===== config.mk =====
export PLATFORM = sky130hd
export DESIGN_NAME = tcm_irq_capture
export DESIGN_NICKNAME = d
export VERILOG_FILES = /design/src/design/tcm_pkg.sv /design/src/design/tcm_capture.sv /design/src/design/tcm_irq_capture.sv
export SDC_FILE = /design/constraint.sdc
export NUM_CORES = 1
export LEC_CHECK = 0
export ABC_AREA = 1
export BUFFER_PORTS_ARGS = -buffer_cell sky130_fd_sc_hd__buf_2
export CORE_MARGIN = 10
export CORE_UTILIZATION = 41
export CTS_BUF_LIST = sky130_fd_sc_hd__clkbuf_4 sky130_fd_sc_hd__clkbuf_8
export CTS_CLUSTER_SIZE = 14
export DETAILED_ROUTE_END_ITERATION = 10
export GPL_ROUTABILITY_DRIVEN = 0
export PLACE_DENSITY = 0.7
export SYNTH_ARGS = -nofsm -noshare
export SYNTH_HDL_FRONTEND = slang
export SYNTH_HIERARCHICAL = 1
export SYNTH_SLANG_ARGS = --single-unit

===== constraint.sdc =====
create_clock -name clk_i -period 2.02 [get_ports clk_i]
set_clock_uncertainty 0.15 [all_clocks]
set_input_delay 0.101 -clock clk_i [delete_from_list [all_inputs] [get_ports clk_i]]
set_output_delay 0.101 -clock clk_i [all_outputs]
set_load 0.02 [all_outputs]

===== src/design/tcm_pkg.sv =====
// ---------------------------------------------------------------------------
// shared constants and carriers for the timer capture / irq mask block
// ---------------------------------------------------------------------------
package tcm_pkg;

  // -------------------------------------------------------------------------
  // apb register map (byte addresses, one aligned word each)
  // -------------------------------------------------------------------------
  localparam int unsigned TCM_ADDR_W = 8;
  localparam logic [TCM_ADDR_W-1:0] TCM_OFS_MASK = 8'h00;  // timer_irq_mask
  localparam logic [TCM_ADDR_W-1:0] TCM_OFS_EMASK = 8'h04; // extended_timer_irq_mask
  localparam logic [TCM_ADDR_W-1:0] TCM_OFS_FLAGS = 8'h08; // timer_irq_flags
  localparam logic [TCM_ADDR_W-1:0] TCM_OFS_EFLAGS = 8'h0c; // extended_timer_irq_flags
  localparam logic [TCM_ADDR_W-1:0] TCM_OFS_CAP1_LO = 8'h10; // capture_value_t1 low byte
  localparam logic [TCM_ADDR_W-1:0] TCM_OFS_CAP1_HI = 8'h14; // capture_value_t1 high byte
  localparam logic [TCM_ADDR_W-1:0] TCM_OFS_CAP3_LO = 8'h18; // capture_value_t3 low byte
  localparam logic [TCM_ADDR_W-1:0] TCM_OFS_CAP3_HI = 8'h1c; // capture_value_t3 high byte
  localparam logic [TCM_ADDR_W-1:0] TCM_OFS_CTRL = 8'h20;  // capture control

  // -------------------------------------------------------------------------
  // field positions
  // -------------------------------------------------------------------------
  localparam int unsigned TCM_BIT_CAP = 5;  // capture enable / flag
  localparam int unsigned TCM_BIT_CMPA = 4; // compare a
  localparam int unsigned TCM_BIT_CMPB = 3; // compare b
  localparam int unsigned TCM_BIT_OVF = 2;  // overflow
  localparam int unsigned TCM_BIT_X3C = 1;  // second timer compare c (extended)
  localparam int unsigned TCM_BIT_X1C = 0;  // first timer compare c (extended)
  localparam int unsigned TCM_FLAG_LO = 2;  // lowest first-timer bit in main flags
  localparam int unsigned TCM_EMASK_W = 6;  // implemented extended mask bits
  localparam int unsigned TCM_CTRL_W = 3;
  localparam int unsigned TCM_CTRL_RISE1 = 0; // first timer rising edge select
  localparam int unsigned TCM_CTRL_RISE3 = 1; // second timer rising edge select
  localparam int unsigned TCM_CTRL_ACMP1 = 2; // first timer uses comparator output

  // -------------------------------------------------------------------------
  // reset values
  // -------------------------------------------------------------------------
  localparam logic [7:0] TCM_RST_MASK = 8'h00;
  localparam logic [TCM_EMASK_W-1:0] TCM_RST_EMASK = 6'h00;
  localparam logic [3:0] TCM_RST_FLAGS = 4'h0;
  localparam logic [TCM_EMASK_W-1:0] TCM_RST_EFLAGS = 6'h00;
  localparam logic [TCM_CTRL_W-1:0] TCM_RST_CTRL = 3'h0;
  localparam logic [15:0] TCM_RST_CAP = 16'h0000;

  // -------------------------------------------------------------------------
  // carriers
  // -------------------------------------------------------------------------
  typedef struct packed {
    logic psel;
    logic penable;
    logic pwrite;
    logic [TCM_ADDR_W-1:0] paddr;
    logic [31:0] pwdata;
  } tcm_apb_req_type;

  typedef struct packed {
    logic pready;
    logic [31:0] prdata;
    logic pslverr;
  } tcm_apb_rsp_type;

  // what one 16-bit counter unit reports to this block
  typedef struct packed {
    logic [15:0] counter_value;
    logic capture_input_pin;
    logic top_is_capture; // waveform mode uses capture register as top
    logic top_reached;
    logic cmp_a_match;
    logic cmp_b_match;
    logic cmp_c_match;
    logic force_a;
    logic force_b;
    logic force_c;
    logic overflow;
  } tcm_timer_in_type;

  // one bit per interrupt source, used for requests and vector acks
  typedef struct packed {
    logic t1_capture;
    logic t1_cmp_a;
    logic t1_cmp_b;
    logic t1_overflow;
    logic t1_cmp_c;
    logic t3_capture;
    logic t3_cmp_a;
    logic t3_cmp_b;
    logic t3_overflow;
    logic t3_cmp_c;
  } tcm_irq_type;

  // whole register state of the top module
  typedef struct packed {
    logic [7:0] mask;
    logic [TCM_EMASK_W-1:0] emask;
    logic [3:0] flags;
    logic [TCM_EMASK_W-1:0] eflags;
    logic [7:0] temp;
    logic [TCM_CTRL_W-1:0] ctrl;
    logic ack;
    logic [31:0] prdata;
    logic slverr;
  } tcm_state_type;

  // state of one capture unit
  typedef struct packed {
    logic src_prev;
    logic [15:0] value;
  } tcm_cap_state_type;

endpackage


===== src/design/tcm_capture.sv =====
`timescale 1ns/10ps
// ---------------------------------------------------------------------------
// one input capture register with edge select and source select
// ---------------------------------------------------------------------------
module tcm_capture
  import tcm_pkg::*;
#(
  parameter int unsigned WIDTH = 16
) (
  input wire logic clk_i,
  input wire logic nrst_i,
  input wire logic pin_i,            // capture input pin level
  input wire logic alt_i,            // alternative source level
  input wire logic alt_sel_i,        // use alternative source
  input wire logic rising_i,         // 1: rising edge, 0: falling edge
  input wire logic top_mode_i,       // register is the counter top
  input wire logic top_reached_i,    // counter hit top
  input wire logic [WIDTH-1:0] counter_i,
  input wire logic wr_i,             // software write strobe
  input wire logic [WIDTH-1:0] wr_data_i,
  output logic [WIDTH-1:0] value_o,  // registered capture value
  output logic event_o               // flag set pulse
);

  tcm_cap_state_type q; // registered state
  tcm_cap_state_type d; // next state
  logic src;            // selected source level
  logic edge_hit;       // qualifying edge seen

  // -------------------------------------------------------------------------
  // edge detect and capture
  // -------------------------------------------------------------------------
  always_comb begin
    d = q;
    src = alt_sel_i ? alt_i : pin_i; // [RL2]
    edge_hit = rising_i ? (src & ~q.src_prev) : (~src & q.src_prev);
    d.src_prev = src;
    // in top mode the pin is cut off and the flag follows top instead
    event_o = top_mode_i ? top_reached_i : edge_hit;
    if (!top_mode_i && edge_hit) begin
      d.value = counter_i[WIDTH-1:0]; // [RL1]
    end else if (wr_i) begin
      // software writes only land when no capture competes
      d.value = wr_data_i;
    end
  end

  // -------------------------------------------------------------------------
  // state register
  // -------------------------------------------------------------------------
  always_ff @(posedge clk_i or negedge nrst_i) begin
    if (!nrst_i) begin
      q <= '{src_prev: 1'b0, value: TCM_RST_CAP};
    end else begin
      q <= d;
    end
  end

  assign value_o = q.value; // also the top value when selected [RL3]

endmodule // tcm_capture


===== src/design/tcm_irq_capture.sv =====
// Implementation choices: the APB register port and the register offsets.
`timescale 1ns/10ps
// Function
// RL1: capture pin event copies counter into register
// RL2: first timer may capture on comparator output
// RL3: capture register can serve as counter top
// RL4: low-byte read latches high byte into temp
// RL5: one temp register shared by all
// RL6: t1 capture request: mask5, global, flag
// RL7: t1 compare-a request: mask4, global, flag
// RL8: t1 compare-b request: mask3, global, flag
// RL9: t1 overflow request: mask2, global, flag
// RL10: t3 capture request: emask5, global, flag
// RL11: t3 compare-a request: emask4, global, flag
// RL12: t3 compare-b request: emask3, global, flag
// RL13: t3 overflow request: emask2, global, flag
// RL14: t3 compare-c request: emask1, global, flag
// RL15: t1 compare-c request: emask0, global, flag
// RL16: software writes zero to emask bits 7:6
// RL17: extended mask absent in legacy mode
// RL18: main flags: capture5, cmpa4, cmpb3, overflow2
// RL19: flags clear on vector or write-one
// RL20: compare flag set after match, not forced
// RL21: extended flags: t3 bits 5..1, t1c bit0
// RL22: requests are levels while all set
module tcm_irq_capture
  import tcm_pkg::*;
#(
  parameter int unsigned CAP_W = 16
) (
  input wire logic clk_i,
  input wire logic nrst_i,
  input wire tcm_apb_req_type apb_i,
  output tcm_apb_rsp_type apb_o,
  input wire tcm_timer_in_type t1_i,
  input wire tcm_timer_in_type t3_i,
  input wire logic acomp_i,
  input wire logic global_irq_en_i,
  input wire logic legacy_mode_i,
  input wire tcm_irq_type irq_ack_i,
  output tcm_irq_type irq_req_o,
  output logic [CAP_W-1:0] capture_top_t1_o,
  output logic [CAP_W-1:0] capture_top_t3_o
);

  // -------------------------------------------------------------------------
  // local declarations
  // -------------------------------------------------------------------------
  localparam int unsigned NTMR = 2;   // two 16-bit timers
  tcm_state_type q;                   // registered state
  tcm_state_type d;                   // next state
  tcm_timer_in_type tmr [NTMR];       // timer inputs by index
  logic [CAP_W-1:0] cap_val [NTMR];   // capture register contents
  logic [NTMR-1:0] cap_evt;           // capture flag set pulses
  logic [NTMR-1:0] cap_wr;            // capture write strobes
  logic [NTMR-1:0] rise_sel;          // per timer edge select
  logic [NTMR-1:0] alt_sel;           // per timer source select
  logic [NTMR-1:0] alt_src;           // per timer alternative source
  logic [CAP_W-1:0] cap_wdata;        // temp plus written low byte
  logic access;                       // apb access phase
  logic mapped;                       // address decodes to a register
  logic [3:0] flag_set;               // main flag set events
  logic [3:0] flag_clr;               // main flag clear events
  logic [TCM_EMASK_W-1:0] eflag_set;  // extended flag set events
  logic [TCM_EMASK_W-1:0] eflag_clr;  // extended flag clear events
  logic [TCM_EMASK_W-1:0] emask_eff;  // extended mask as seen by logic
  logic [31:0] rd_word;               // read mux result

  // -------------------------------------------------------------------------
  // address decode helpers
  // -------------------------------------------------------------------------
  // word match, low two address bits ignored as for any aligned word
  function automatic logic hit(input logic [TCM_ADDR_W-1:0] a, input logic [TCM_ADDR_W-1:0] ofs);
    hit = (a[TCM_ADDR_W-1:2] == ofs[TCM_ADDR_W-1:2]);
  endfunction

  // true when the address names any implemented register
  function automatic logic is_mapped(input logic [TCM_ADDR_W-1:0] a);
    is_mapped = hit(a, TCM_OFS_MASK) | hit(a, TCM_OFS_EMASK) | hit(a, TCM_OFS_FLAGS)
      | hit(a, TCM_OFS_EFLAGS) | hit(a, TCM_OFS_CAP1_LO) | hit(a, TCM_OFS_CAP1_HI)
      | hit(a, TCM_OFS_CAP3_LO) | hit(a, TCM_OFS_CAP3_HI) | hit(a, TCM_OFS_CTRL);
  endfunction

  // place a 4-bit first-timer flag group at its bit positions
  function automatic logic [7:0] main_flags_byte(input logic [3:0] f);
    main_flags_byte = {2'b00, f, 2'b00};
  endfunction

  // -------------------------------------------------------------------------
  // capture units, one per timer
  // -------------------------------------------------------------------------
  assign tmr[0] = t1_i;
  assign tmr[1] = t3_i;
  assign rise_sel = {q.ctrl[TCM_CTRL_RISE3], q.ctrl[TCM_CTRL_RISE1]};
  // only the first timer has the comparator as an alternative source
  assign alt_sel = {1'b0, q.ctrl[TCM_CTRL_ACMP1]}; // [RL2]
  assign alt_src = {1'b0, acomp_i};

  generate
    for (genvar i = 0; i < NTMR; i++) begin : g_cap
      tcm_capture #(
        .WIDTH(CAP_W)
      ) u_cap (
        .clk_i(clk_i),
        .nrst_i(nrst_i),
        .pin_i(tmr[i].capture_input_pin),
        .alt_i(alt_src[i]),
        .alt_sel_i(alt_sel[i]),
        .rising_i(rise_sel[i]),
        .top_mode_i(tmr[i].top_is_capture),
        .top_reached_i(tmr[i].top_reached),
        .counter_i(tmr[i].counter_value),
        .wr_i(cap_wr[i]),
        .wr_data_i(cap_wdata),
        .value_o(cap_val[i]),
        .event_o(cap_evt[i])
      );
    end
  endgenerate

  // capture contents double as top for the counter units
  assign capture_top_t1_o = cap_val[0]; // [RL3]
  assign capture_top_t3_o = cap_val[1]; // [RL3]

  // -------------------------------------------------------------------------
  // hardware flag set events
  // -------------------------------------------------------------------------
  // compare inputs arrive on the match cycle; the flag register makes the
  // flag visible one clock later, and a forced compare never counts
  always_comb begin
    flag_set = '0;
    flag_set[TCM_BIT_CAP - TCM_FLAG_LO] = cap_evt[0];
    flag_set[TCM_BIT_CMPA - TCM_FLAG_LO] = t1_i.cmp_a_match & ~t1_i.force_a; // [RL20]
    flag_set[TCM_BIT_CMPB - TCM_FLAG_LO] = t1_i.cmp_b_match & ~t1_i.force_b; // [RL20]
    flag_set[TCM_BIT_OVF - TCM_FLAG_LO] = t1_i.overflow;
    eflag_set = '0;
    eflag_set[TCM_BIT_CAP] = cap_evt[1];
    eflag_set[TCM_BIT_CMPA] = t3_i.cmp_a_match & ~t3_i.force_a; // [RL20]
    eflag_set[TCM_BIT_CMPB] = t3_i.cmp_b_match & ~t3_i.force_b; // [RL20]
    eflag_set[TCM_BIT_OVF] = t3_i.overflow;
    eflag_set[TCM_BIT_X3C] = t3_i.cmp_c_match & ~t3_i.force_c; // [RL20]
    eflag_set[TCM_BIT_X1C] = t1_i.cmp_c_match & ~t1_i.force_c; // [RL20]
  end

  // -------------------------------------------------------------------------
  // read mux
  // -------------------------------------------------------------------------
  always_comb begin
    rd_word = '0;
    if (hit(apb_i.paddr, TCM_OFS_MASK)) begin
      rd_word[7:0] = q.mask;
    end else if (hit(apb_i.paddr, TCM_OFS_EMASK)) begin
      // absent in legacy mode, reserved top bits read zero
      rd_word[TCM_EMASK_W-1:0] = emask_eff; // [RL17]
    end else if (hit(apb_i.paddr, TCM_OFS_FLAGS)) begin
      rd_word[7:0] = main_flags_byte(q.flags); // [RL18]
    end else if (hit(apb_i.paddr, TCM_OFS_EFLAGS)) begin
      rd_word[TCM_EMASK_W-1:0] = q.eflags; // [RL21]
    end else if (hit(apb_i.paddr, TCM_OFS_CAP1_LO)) begin
      rd_word[7:0] = cap_val[0][7:0];
    end else if (hit(apb_i.paddr, TCM_OFS_CAP3_LO)) begin
      rd_word[7:0] = cap_val[1][7:0];
    end else if (hit(apb_i.paddr, TCM_OFS_CAP1_HI) || hit(apb_i.paddr, TCM_OFS_CAP3_HI)) begin
      // high byte always comes from the shared temp [RL4]
      rd_word[7:0] = q.temp;
    end else if (hit(apb_i.paddr, TCM_OFS_CTRL)) begin
      rd_word[TCM_CTRL_W-1:0] = q.ctrl;
    end else begin
      rd_word = '0; // unmapped reads zero and errors
    end
  end

  // -------------------------------------------------------------------------
  // next state: apb slave, flags, temp
  // -------------------------------------------------------------------------
  // one wait state: the first access cycle snapshots read data (and the
  // temp byte) so a flag set mid-transfer cannot tear the answer; writes
  // land on the completing edge where pready is high
  always_comb begin
    d = q;
    access = apb_i.psel & apb_i.penable;
    mapped = is_mapped(apb_i.paddr);
    cap_wr = '0;
    cap_wdata = {q.temp, apb_i.pwdata[7:0]};
    flag_clr = '0;
    eflag_clr = '0;
    if (access && !q.ack) begin
      // first access cycle: snapshot the answer
      d.ack = 1'b1;
      d.prdata = rd_word;
      d.slverr = ~mapped;
      if (!apb_i.pwrite && hit(apb_i.paddr, TCM_OFS_CAP1_LO)) begin
        d.temp = cap_val[0][CAP_W-1:8]; // [RL4] [RL5]
      end else if (!apb_i.pwrite && hit(apb_i.paddr, TCM_OFS_CAP3_LO)) begin
        d.temp = cap_val[1][CAP_W-1:8]; // [RL4] [RL5]
      end
    end else if (access && q.ack) begin
      // completing edge: commit writes
      d.ack = 1'b0;
      if (apb_i.pwrite && mapped) begin
        if (hit(apb_i.paddr, TCM_OFS_MASK)) begin
          d.mask = apb_i.pwdata[7:0];
        end else if (hit(apb_i.paddr, TCM_OFS_EMASK)) begin
          // reserved bits are not stored, so a stray one is harmless [RL16]
          if (!legacy_mode_i) begin
            d.emask = apb_i.pwdata[TCM_EMASK_W-1:0]; // [RL17]
          end
        end else if (hit(apb_i.paddr, TCM_OFS_FLAGS)) begin
          flag_clr = apb_i.pwdata[TCM_BIT_CAP:TCM_FLAG_LO]; // [RL19]
        end else if (hit(apb_i.paddr, TCM_OFS_EFLAGS)) begin
          eflag_clr = apb_i.pwdata[TCM_EMASK_W-1:0]; // [RL19]
        end else if (hit(apb_i.paddr, TCM_OFS_CAP1_HI) || hit(apb_i.paddr, TCM_OFS_CAP3_HI)) begin
          // high byte waits in the shared temp for the low byte [RL5]
          d.temp = apb_i.pwdata[7:0];
        end else if (hit(apb_i.paddr, TCM_OFS_CAP1_LO)) begin
          cap_wr[0] = 1'b1; // temp and low byte land together
        end else if (hit(apb_i.paddr, TCM_OFS_CAP3_LO)) begin
          cap_wr[1] = 1'b1;
        end else if (hit(apb_i.paddr, TCM_OFS_CTRL)) begin
          d.ctrl = apb_i.pwdata[TCM_CTRL_W-1:0];
        end
      end
    end else begin
      d.ack = 1'b0; // idle or setup cycle
    end
    // vector execution clears its own flag [RL19]
    flag_clr[TCM_BIT_CAP - TCM_FLAG_LO] |= irq_ack_i.t1_capture;
    flag_clr[TCM_BIT_CMPA - TCM_FLAG_LO] |= irq_ack_i.t1_cmp_a;
    flag_clr[TCM_BIT_CMPB - TCM_FLAG_LO] |= irq_ack_i.t1_cmp_b;
    flag_clr[TCM_BIT_OVF - TCM_FLAG_LO] |= irq_ack_i.t1_overflow;
    eflag_clr[TCM_BIT_CAP] |= irq_ack_i.t3_capture;
    eflag_clr[TCM_BIT_CMPA] |= irq_ack_i.t3_cmp_a;
    eflag_clr[TCM_BIT_CMPB] |= irq_ack_i.t3_cmp_b;
    eflag_clr[TCM_BIT_OVF] |= irq_ack_i.t3_overflow;
    eflag_clr[TCM_BIT_X3C] |= irq_ack_i.t3_cmp_c;
    eflag_clr[TCM_BIT_X1C] |= irq_ack_i.t1_cmp_c;
    // a set in the clearing cycle wins, so no event is lost
    d.flags = (q.flags & ~flag_clr) | flag_set; // [RL18] [RL19]
    d.eflags = (q.eflags & ~eflag_clr) | eflag_set; // [RL21] [RL19]
  end

  // -------------------------------------------------------------------------
  // state register
  // -------------------------------------------------------------------------
  always_ff @(posedge clk_i or negedge nrst_i) begin
    if (!nrst_i) begin
      q <= '{
        mask: TCM_RST_MASK,
        emask: TCM_RST_EMASK,
        flags: TCM_RST_FLAGS,
        eflags: TCM_RST_EFLAGS,
        temp: 8'h00,
        ctrl: TCM_RST_CTRL,
        ack: 1'b0,
        prdata: 32'h0000_0000,
        slverr: 1'b0
      };
    end else begin
      q <= d;
    end
  end

  // -------------------------------------------------------------------------
  // apb answer
  // -------------------------------------------------------------------------
  // pready is a handshake term, data and error come from flops
  assign apb_o.pready = apb_i.psel & apb_i.penable & q.ack;
  assign apb_o.prdata = q.prdata;
  assign apb_o.pslverr = q.slverr & apb_o.pready;

  // -------------------------------------------------------------------------
  // interrupt requests
  // -------------------------------------------------------------------------
  // legacy mode removes the extended mask, so its sources stay quiet
  assign emask_eff = legacy_mode_i ? '0 : q.emask; // [RL17]

  // plain and of enable, flag and global enable: a level, not a pulse;
  // it drops as soon as the flag is cleared by vector or software
  always_comb begin
    irq_req_o.t1_capture = global_irq_en_i & q.mask[TCM_BIT_CAP]
      & q.flags[TCM_BIT_CAP - TCM_FLAG_LO]; // [RL6] [RL22]
    irq_req_o.t1_cmp_a = global_irq_en_i & q.mask[TCM_BIT_CMPA]
      & q.flags[TCM_BIT_CMPA - TCM_FLAG_LO]; // [RL7] [RL22]
    irq_req_o.t1_cmp_b = global_irq_en_i & q.mask[TCM_BIT_CMPB]
      & q.flags[TCM_BIT_CMPB - TCM_FLAG_LO]; // [RL8] [RL22]
    irq_req_o.t1_overflow = global_irq_en_i & q.mask[TCM_BIT_OVF]
      & q.flags[TCM_BIT_OVF - TCM_FLAG_LO]; // [RL9] [RL22]
    irq_req_o.t3_capture = global_irq_en_i & emask_eff[TCM_BIT_CAP]
      & q.eflags[TCM_BIT_CAP]; // [RL10] [RL22]
    irq_req_o.t3_cmp_a = global_irq_en_i & emask_eff[TCM_BIT_CMPA]
      & q.eflags[TCM_BIT_CMPA]; // [RL11] [RL22]
    irq_req_o.t3_cmp_b = global_irq_en_i & emask_eff[TCM_BIT_CMPB]
      & q.eflags[TCM_BIT_CMPB]; // [RL12] [RL22]
    irq_req_o.t3_overflow = global_irq_en_i & emask_eff[TCM_BIT_OVF]
      & q.eflags[TCM_BIT_OVF]; // [RL13] [RL22]
    irq_req_o.t3_cmp_c = global_irq_en_i & emask_eff[TCM_BIT_X3C]
      & q.eflags[TCM_BIT_X3C]; // [RL14] [RL22]
    irq_req_o.t1_cmp_c = global_irq_en_i & emask_eff[TCM_BIT_X1C]
      & q.eflags[TCM_BIT_X1C]; // [RL15] [RL22]
  end

endmodule // tcm_irq_capture


# ---- Word level (Yosys, flattened, before mapping)
# Cells that the tools add are included.
# W data, S select, Z words.
dict set report word_totals {
  output_inout_bits 76
  ff_bits 103
  wordCells 200
}
dict set report op_classes {
  n_reduce_logical 22
  eq_ne 13
  bitwise 77
  muxes 75
}
# op n
set ops {}
lappend ops {{$mux W29} 7}
lappend ops {{$mux W24} 5}
lappend ops {{$mux W8} 13}
lappend ops {{$mux W11} 6}
lappend ops {{$mux W16} 4}
lappend ops {{$mux W6} 10}
lappend ops {{$mux W26} 2}
lappend ops {{$and A1 B1 Y1} 33}
lappend ops {{$eq A6 B3 Y1 const B} 4}
lappend ops {{$mux W4} 6}
lappend ops {{$not A1 Y1} 20}
lappend ops {{$or A1 B1 Y1} 18}
lappend ops {{$mux W2} 8}
lappend ops {{$mux W3} 5}
lappend ops {{$eq A6 B2 Y1 const B} 2}
lappend ops {{$reduce_and A11 Y1} 1}
lappend ops {{$reduce_bool A2 Y1} 5}
lappend ops {{$mux W1} 9}
lappend ops {{$ne A2 B1 Y1 const B} 4}
lappend ops {{$reduce_and A8 Y1} 1}
lappend ops {{$logic_and A1 B1 Y1} 7}
lappend ops {{$and A6 B6 Y6} 1}
lappend ops {{$eq A6 B1 Y1 const B} 1}
lappend ops {{$eq A6 B4 Y1 const B} 1}
lappend ops {{other kinds (11)} 14}

# ---- Depth between registers and ports, before layout
dict set report logic_depth {
  word_depth 20
  mapped_depth 13
}

# ---- Modules after synthesis
# The synthesis kept the hierarchy.
# module seq_area_each_um2 instances cells_each area_per_inst_um2
set by_module_without_submodules {}
lappend by_module_without_submodules {tcm_irq_capture 1126.1 1 463 3286.9}
lappend by_module_without_submodules {tcm_capture 425.4 2 169 1201.2}

# ---- Worst setup path before layout
# Ideal clock, no wire load.
dict set report synth_path {
  kind {register to register}
  start {reg q[33] (netlist bit)}
  end {reg g_cap[0].u_cap.q, in the netlist g_cap[0].u_cap/value_o[0]}
  synth_period_minus_slack_ns 1.969
  arrival_time_ns 1.703
  slack_ns 0.051
  stages_incl_launch_ff 11
  path_buffers 2
  path_cell_list {dfrtp_1 > nand2_1 > clkinv_1 > nand2_4 > nor3_1 > buf_2 > clkbuf_1 > nand2_1 > nand2_1 > nand2_1 > nand2_1}
}
dict set report synth_between {
  elab_chain_cells 4
  elab_cells_between_ends 6
  cone_classes {mux (2); reduce/logical (4)}
}
# element line_no
set synth_rtl {}
lappend synth_rtl {{from (decl)} tcm_irq_capture.sv:50} ;# tcm_state_type q;
lappend synth_rtl {{from (signal assigned)} tcm_irq_capture.sv:247} ;# q <= '{
lappend synth_rtl {{$logic_and A1 B1 Y1 or $logic_not A1 Y1 (tied branches)} {tcm_irq_capture.sv:197, tcm_irq_capture.sv:187}}
lappend synth_rtl {{$mux W2 or $logic_and A1 B1 Y1 (tied branches)} {tcm_irq_capture.sv:197, tcm_irq_capture.sv:187}}
lappend synth_rtl {{$mux W2 (*)} tcm_irq_capture.sv:187} ;# if (access && !q.ack) begin
lappend synth_rtl {{named net cap_wr[0]} tcm_irq_capture.sv:55} ;# logic [NTMR-1:0] cap_wr;
lappend synth_rtl {{$reduce_bool A2 Y1 (no source line) (*)} -}
lappend synth_rtl {{to (signal assigned)} tcm_capture.sv:53} ;# q <= '{src_prev: 1'b0, value: TCM_RST_CAP};
lappend synth_rtl {{to (decl)} tcm_capture.sv:25} ;# tcm_cap_state_type q;
# Mark *: on every way through the listed nets, which the timed path passes. The rest lies on a longest branch.
# A chain may end at the register's enable or synchronous reset.

==> results.sh <==
export IMPL_viasPerCell=4.91
export IMPL_highest_layer="met5"
export IMPL_yosysWarnings=6
export IMPL_drive_above_1_share=0.246
export IMPL_fin_util=0.534
export IMPL_row_count=42
export IMPL_yosys_area_share_xor_xnor=0
export IMPL_worstRegToRegCells=7
export IMPL_p_leak_nw=4.01
export IMPL_drt_initial_drc_count=473
export IMPL_async_flop_share=1.00
export IMPL_cts_buffers=9
export IMPL_drt_pass1_iter_count=5
export IMPL_required_ns=2.13
export IMPL_synth_simple_area_share=0.420
export IMPL_tightest_slew_ns=0.557
export IMPL_r2r_start="q[33]$_DFF_PN0_"
export IMPL_maxCapViolCount=0
export IMPL_coreArea_sq_um=13400
export IMPL_grt_pass1_wl_um=30100
export IMPL_grt_max_degree=41
export IMPL_arrival_ns=1.97
export IMPL_endpoint_kind="register"
export IMPL_port_buffers=135
export IMPL_hp_class="input port to register"
export IMPL_drc=0
export IMPL_dr_wl_met2_um=9170
export IMPL_grt_antenna_before_repair=1
export IMPL_max_stage_delay_ns=0.57
export IMPL_route_met3_wl_um=1450
export IMPL_wirelength_um=19100
export IMPL_htreeDepth=3
export IMPL_area_growth_pct=25.8
export IMPL_regToRegEndpoint="q[46]$_DFF_PN0_"
export IMPL_combinationalPowerShare=0.269
export IMPL_setup_viol=0
export IMPL_yosysMostFrequentCell="nand2_1"
export IMPL_cts_sinks=79
export IMPL_post_synth_top_area_cell="dfrtp_1"
export IMPL_crit_chain="nand2_1, inv_2, buf_4, nand4_1, nand3b_1, o21ai_0, dlygate4sd3_1"
export IMPL_rsz0062_at_grt="no"
export IMPL_clock_path_buffers=2
export IMPL_status="finished, final reports clean"
export IMPL_synth_area_mux_share=0
export IMPL_die_w_um=138
export IMPL_syn_avg_cell_area_sq_um=7.10
export IMPL_ant_nets=0
export IMPL_synth_top_family_by_area="simple AND/OR/NAND/NOR gates"
export IMPL_slew_limit_headroom=0.629
export IMPL_synth_top_cell_area_share=0.347
export IMPL_path_buf_inv=3
export IMPL_min_period_ns=1.87
export IMPL_grt_pass1_vias=5610
export IMPL_netSwitchingPower_mw=1.54
export IMPL_wire_per_inst_um=16.5
export IMPL_power_density_nw_per_um2=626
export IMPL_crit_path_end="q[46]$_DFF_PN0_"
export IMPL_clock_fmax_mhz=536
export IMPL_met1_length_um=7940
export IMPL_internal_power_mw=2.94
export IMPL_ioPinCount=186
export IMPL_fp_dieArea_sq_um=19000
export IMPL_synth_fa_ha_area_frac=0
export IMPL_synthDistinctLibCells=38
export IMPL_num_vias=5685
export IMPL_fin_nets=1086
export IMPL_synth_cells=801
export IMPL_slew_violations=0
export IMPL_clk_pin_slew_ns=0.09
export IMPL_peakVddDrop_mv=0.426
export IMPL_root_buffer="clkbuf_8"
export IMPL_critical_path_top_delay_family="buffers and inverters"
export IMPL_die_y_um=138
export IMPL_ff2ff_setup_slack_ns=0.15
export IMPL_overflow=0
export IMPL_start_kind="register"
export IMPL_synth_compound_area_share=0.0479
export IMPL_synth_edf_count=0
export IMPL_syn_area_sq_um=5690
export IMPL_post_cts_buffers=0
export IMPL_cts_tree="done"
export IMPL_synth_area_top_cells="dfrtp_1 (35%), nand2_1 (18%), buf_4 (9.0%)"
export IMPL_yosysSeqAreaShare=0.347
export IMPL_worstPathMaxFanout=7
export IMPL_yosys_top_cells_count="nand2_1 (273), inv_1 (86), dfrtp_1 (79), buf_4 (68), nand3_1 (54)"
export IMPL_clk_latency_ns=0.38
export IMPL_start_util=0.425
export IMPL_setup_tns_ns=0
export IMPL_crit_path_top_delay_cell="dlygate4sd3_1"
export IMPL_hold_violations=0
export IMPL_switching_share=0.344
export IMPL_worst_path_stages=7
export IMPL_seqPwrFrac=0.428
export IMPL_startpoint="q[33]$_DFF_PN0_"
export IMPL_clock_power_share=0.304
export IMPL_post_dp_hpwl_um=14000
export IMPL_timing_final_crit_share=0.924
export IMPL_critPathKind="register to register"
export IMPL_synth_seq_cells=79
export IMPL_synth_ff_type="dfrtp_1"
export IMPL_track_usage=0.204
cell usage in the layout (no fill, tap or decap), drive strengths merged:
cell type / n
nand4: 52
o21bai: 1
o21ai: 28
clkinv: 5
nand3b: 7
bufinv: 2
a21o: 1
a31oi: 2
clkinvlp: 1
dlymetal6s4s: 1
a41oi: 2
clkbuf: 10
inv: 99
nand2: 296
a21oi: 13
nor3: 9
dlygate4sd3: 71
nand3: 60
nor4: 3
dfrtp: 79
diode: 2
conb: 27
nor2: 55
buf: 157
flip-flops by register name, indices dropped and copies added, names as in the netlist:
register and flops:
q 28, g_cap.u_cap/value_o 32, apb_o 8, g_cap.u_cap/q 2, cap_wdata 8, alt_sel 1
logic make-up after synthesis:
kind of cell           count (synthesis)
flip-flops                            79
AND/OR/NAND/NOR                      482
other                                  1
buffers and inverters                192
AO/OA/AOI/OAI                         47
worst min-delay path, stage by stage:
cell and delay (ns):
buf_2 0.13, nor2_1 0.11, nand4_4 0.14, o21ai_1 0.06
cell type report:
class	count	area [sq um]
fillers	1321	6240
multi-input cells	556	2770
flip-flops and latches	79	1980
repair buffers	229	1580
inverters	101	380
well taps	176	220
clock buffers	10	138
clock inverters	6	93.8
diodes	2	5.00
worst min-delay path by stage:
stage / startpoint / end / slack [ns] / depth (start not counted)
finish: apb_i[36] / alt_sel[0]$_DFFE_PN0P_ / 0.05 / 4
global route: apb_i[36] / alt_sel[0]$_DFFE_PN0P_ / 0.06 / 4
CTS: apb_i[36] / q[34]$_DFFE_PN0P_ / 0.03 / 4
detailed placement: nrst_i / q[51]$_DFF_PN0_ / -0.02 / 1
global placement: nrst_i / q[63]$_DFFE_PN0P_ / -0.02 / 1
floorplan: nrst_i / alt_sel[0]$_DFFE_PN0P_ / -0.34 / 0
metal layers:
| layer | track usage | vias to the layer above |
|---|---|---|
| li1 | - | 2798 |
| met1 | 0.253 | 2617 |
| met2 | 0.335 | 230 |
| met3 | 0.0517 | 38 |
| met4 | 0.0747 | 2 |
| met5 | 0 | - |
stage by stage:
stage / area, sq um / std cells / worst slack, ns / hold slack, ns / power [mW]
6_report: 7160 / 1159 / 0.154 / 0.0481 / 4.48
5_1_grt: 7150 / 1157 / 0.0240 / 0.0585 / 4.72
4_1_cts: 7160 / 1158 / 0.0767 / 0.0318 / 4.51
3_5_place_dp: 6210 / 1070 / 0.0896 / -0.0209 / 3.03
3_3_place_gp: 6210 / 1070 / 0.115 / -0.0170 / 3.02
2_1_floorplan: 5790 / 827 / 0.0505 / -0.345 / 2.78
what timing repair did:
action | in CTS | in global routing
resized for setup | 0 | 2
hold buffers | 72 | 0
setup endpoints to repair | 0 | 4
hold endpoints to repair | 111 | 0
power by group through the flow:
| stage | clock network (mW) | logic, mW | registers, mW |
|---|---|---|---|
| 3_5_place_dp | 0 | 1.09 | 1.94 |
| 6_report | 1.36 | 1.20 | 1.92 |
| 3_3_place_gp | 0 | 1.08 | 1.94 |
| 5_1_grt | 1.46 | 1.33 | 1.94 |
| 2_1_floorplan | 0 | 0.925 | 1.85 |
| 4_1_cts | 1.39 | 1.21 | 1.91 |
Note: power is estimated with default switching activity, not from simulation.
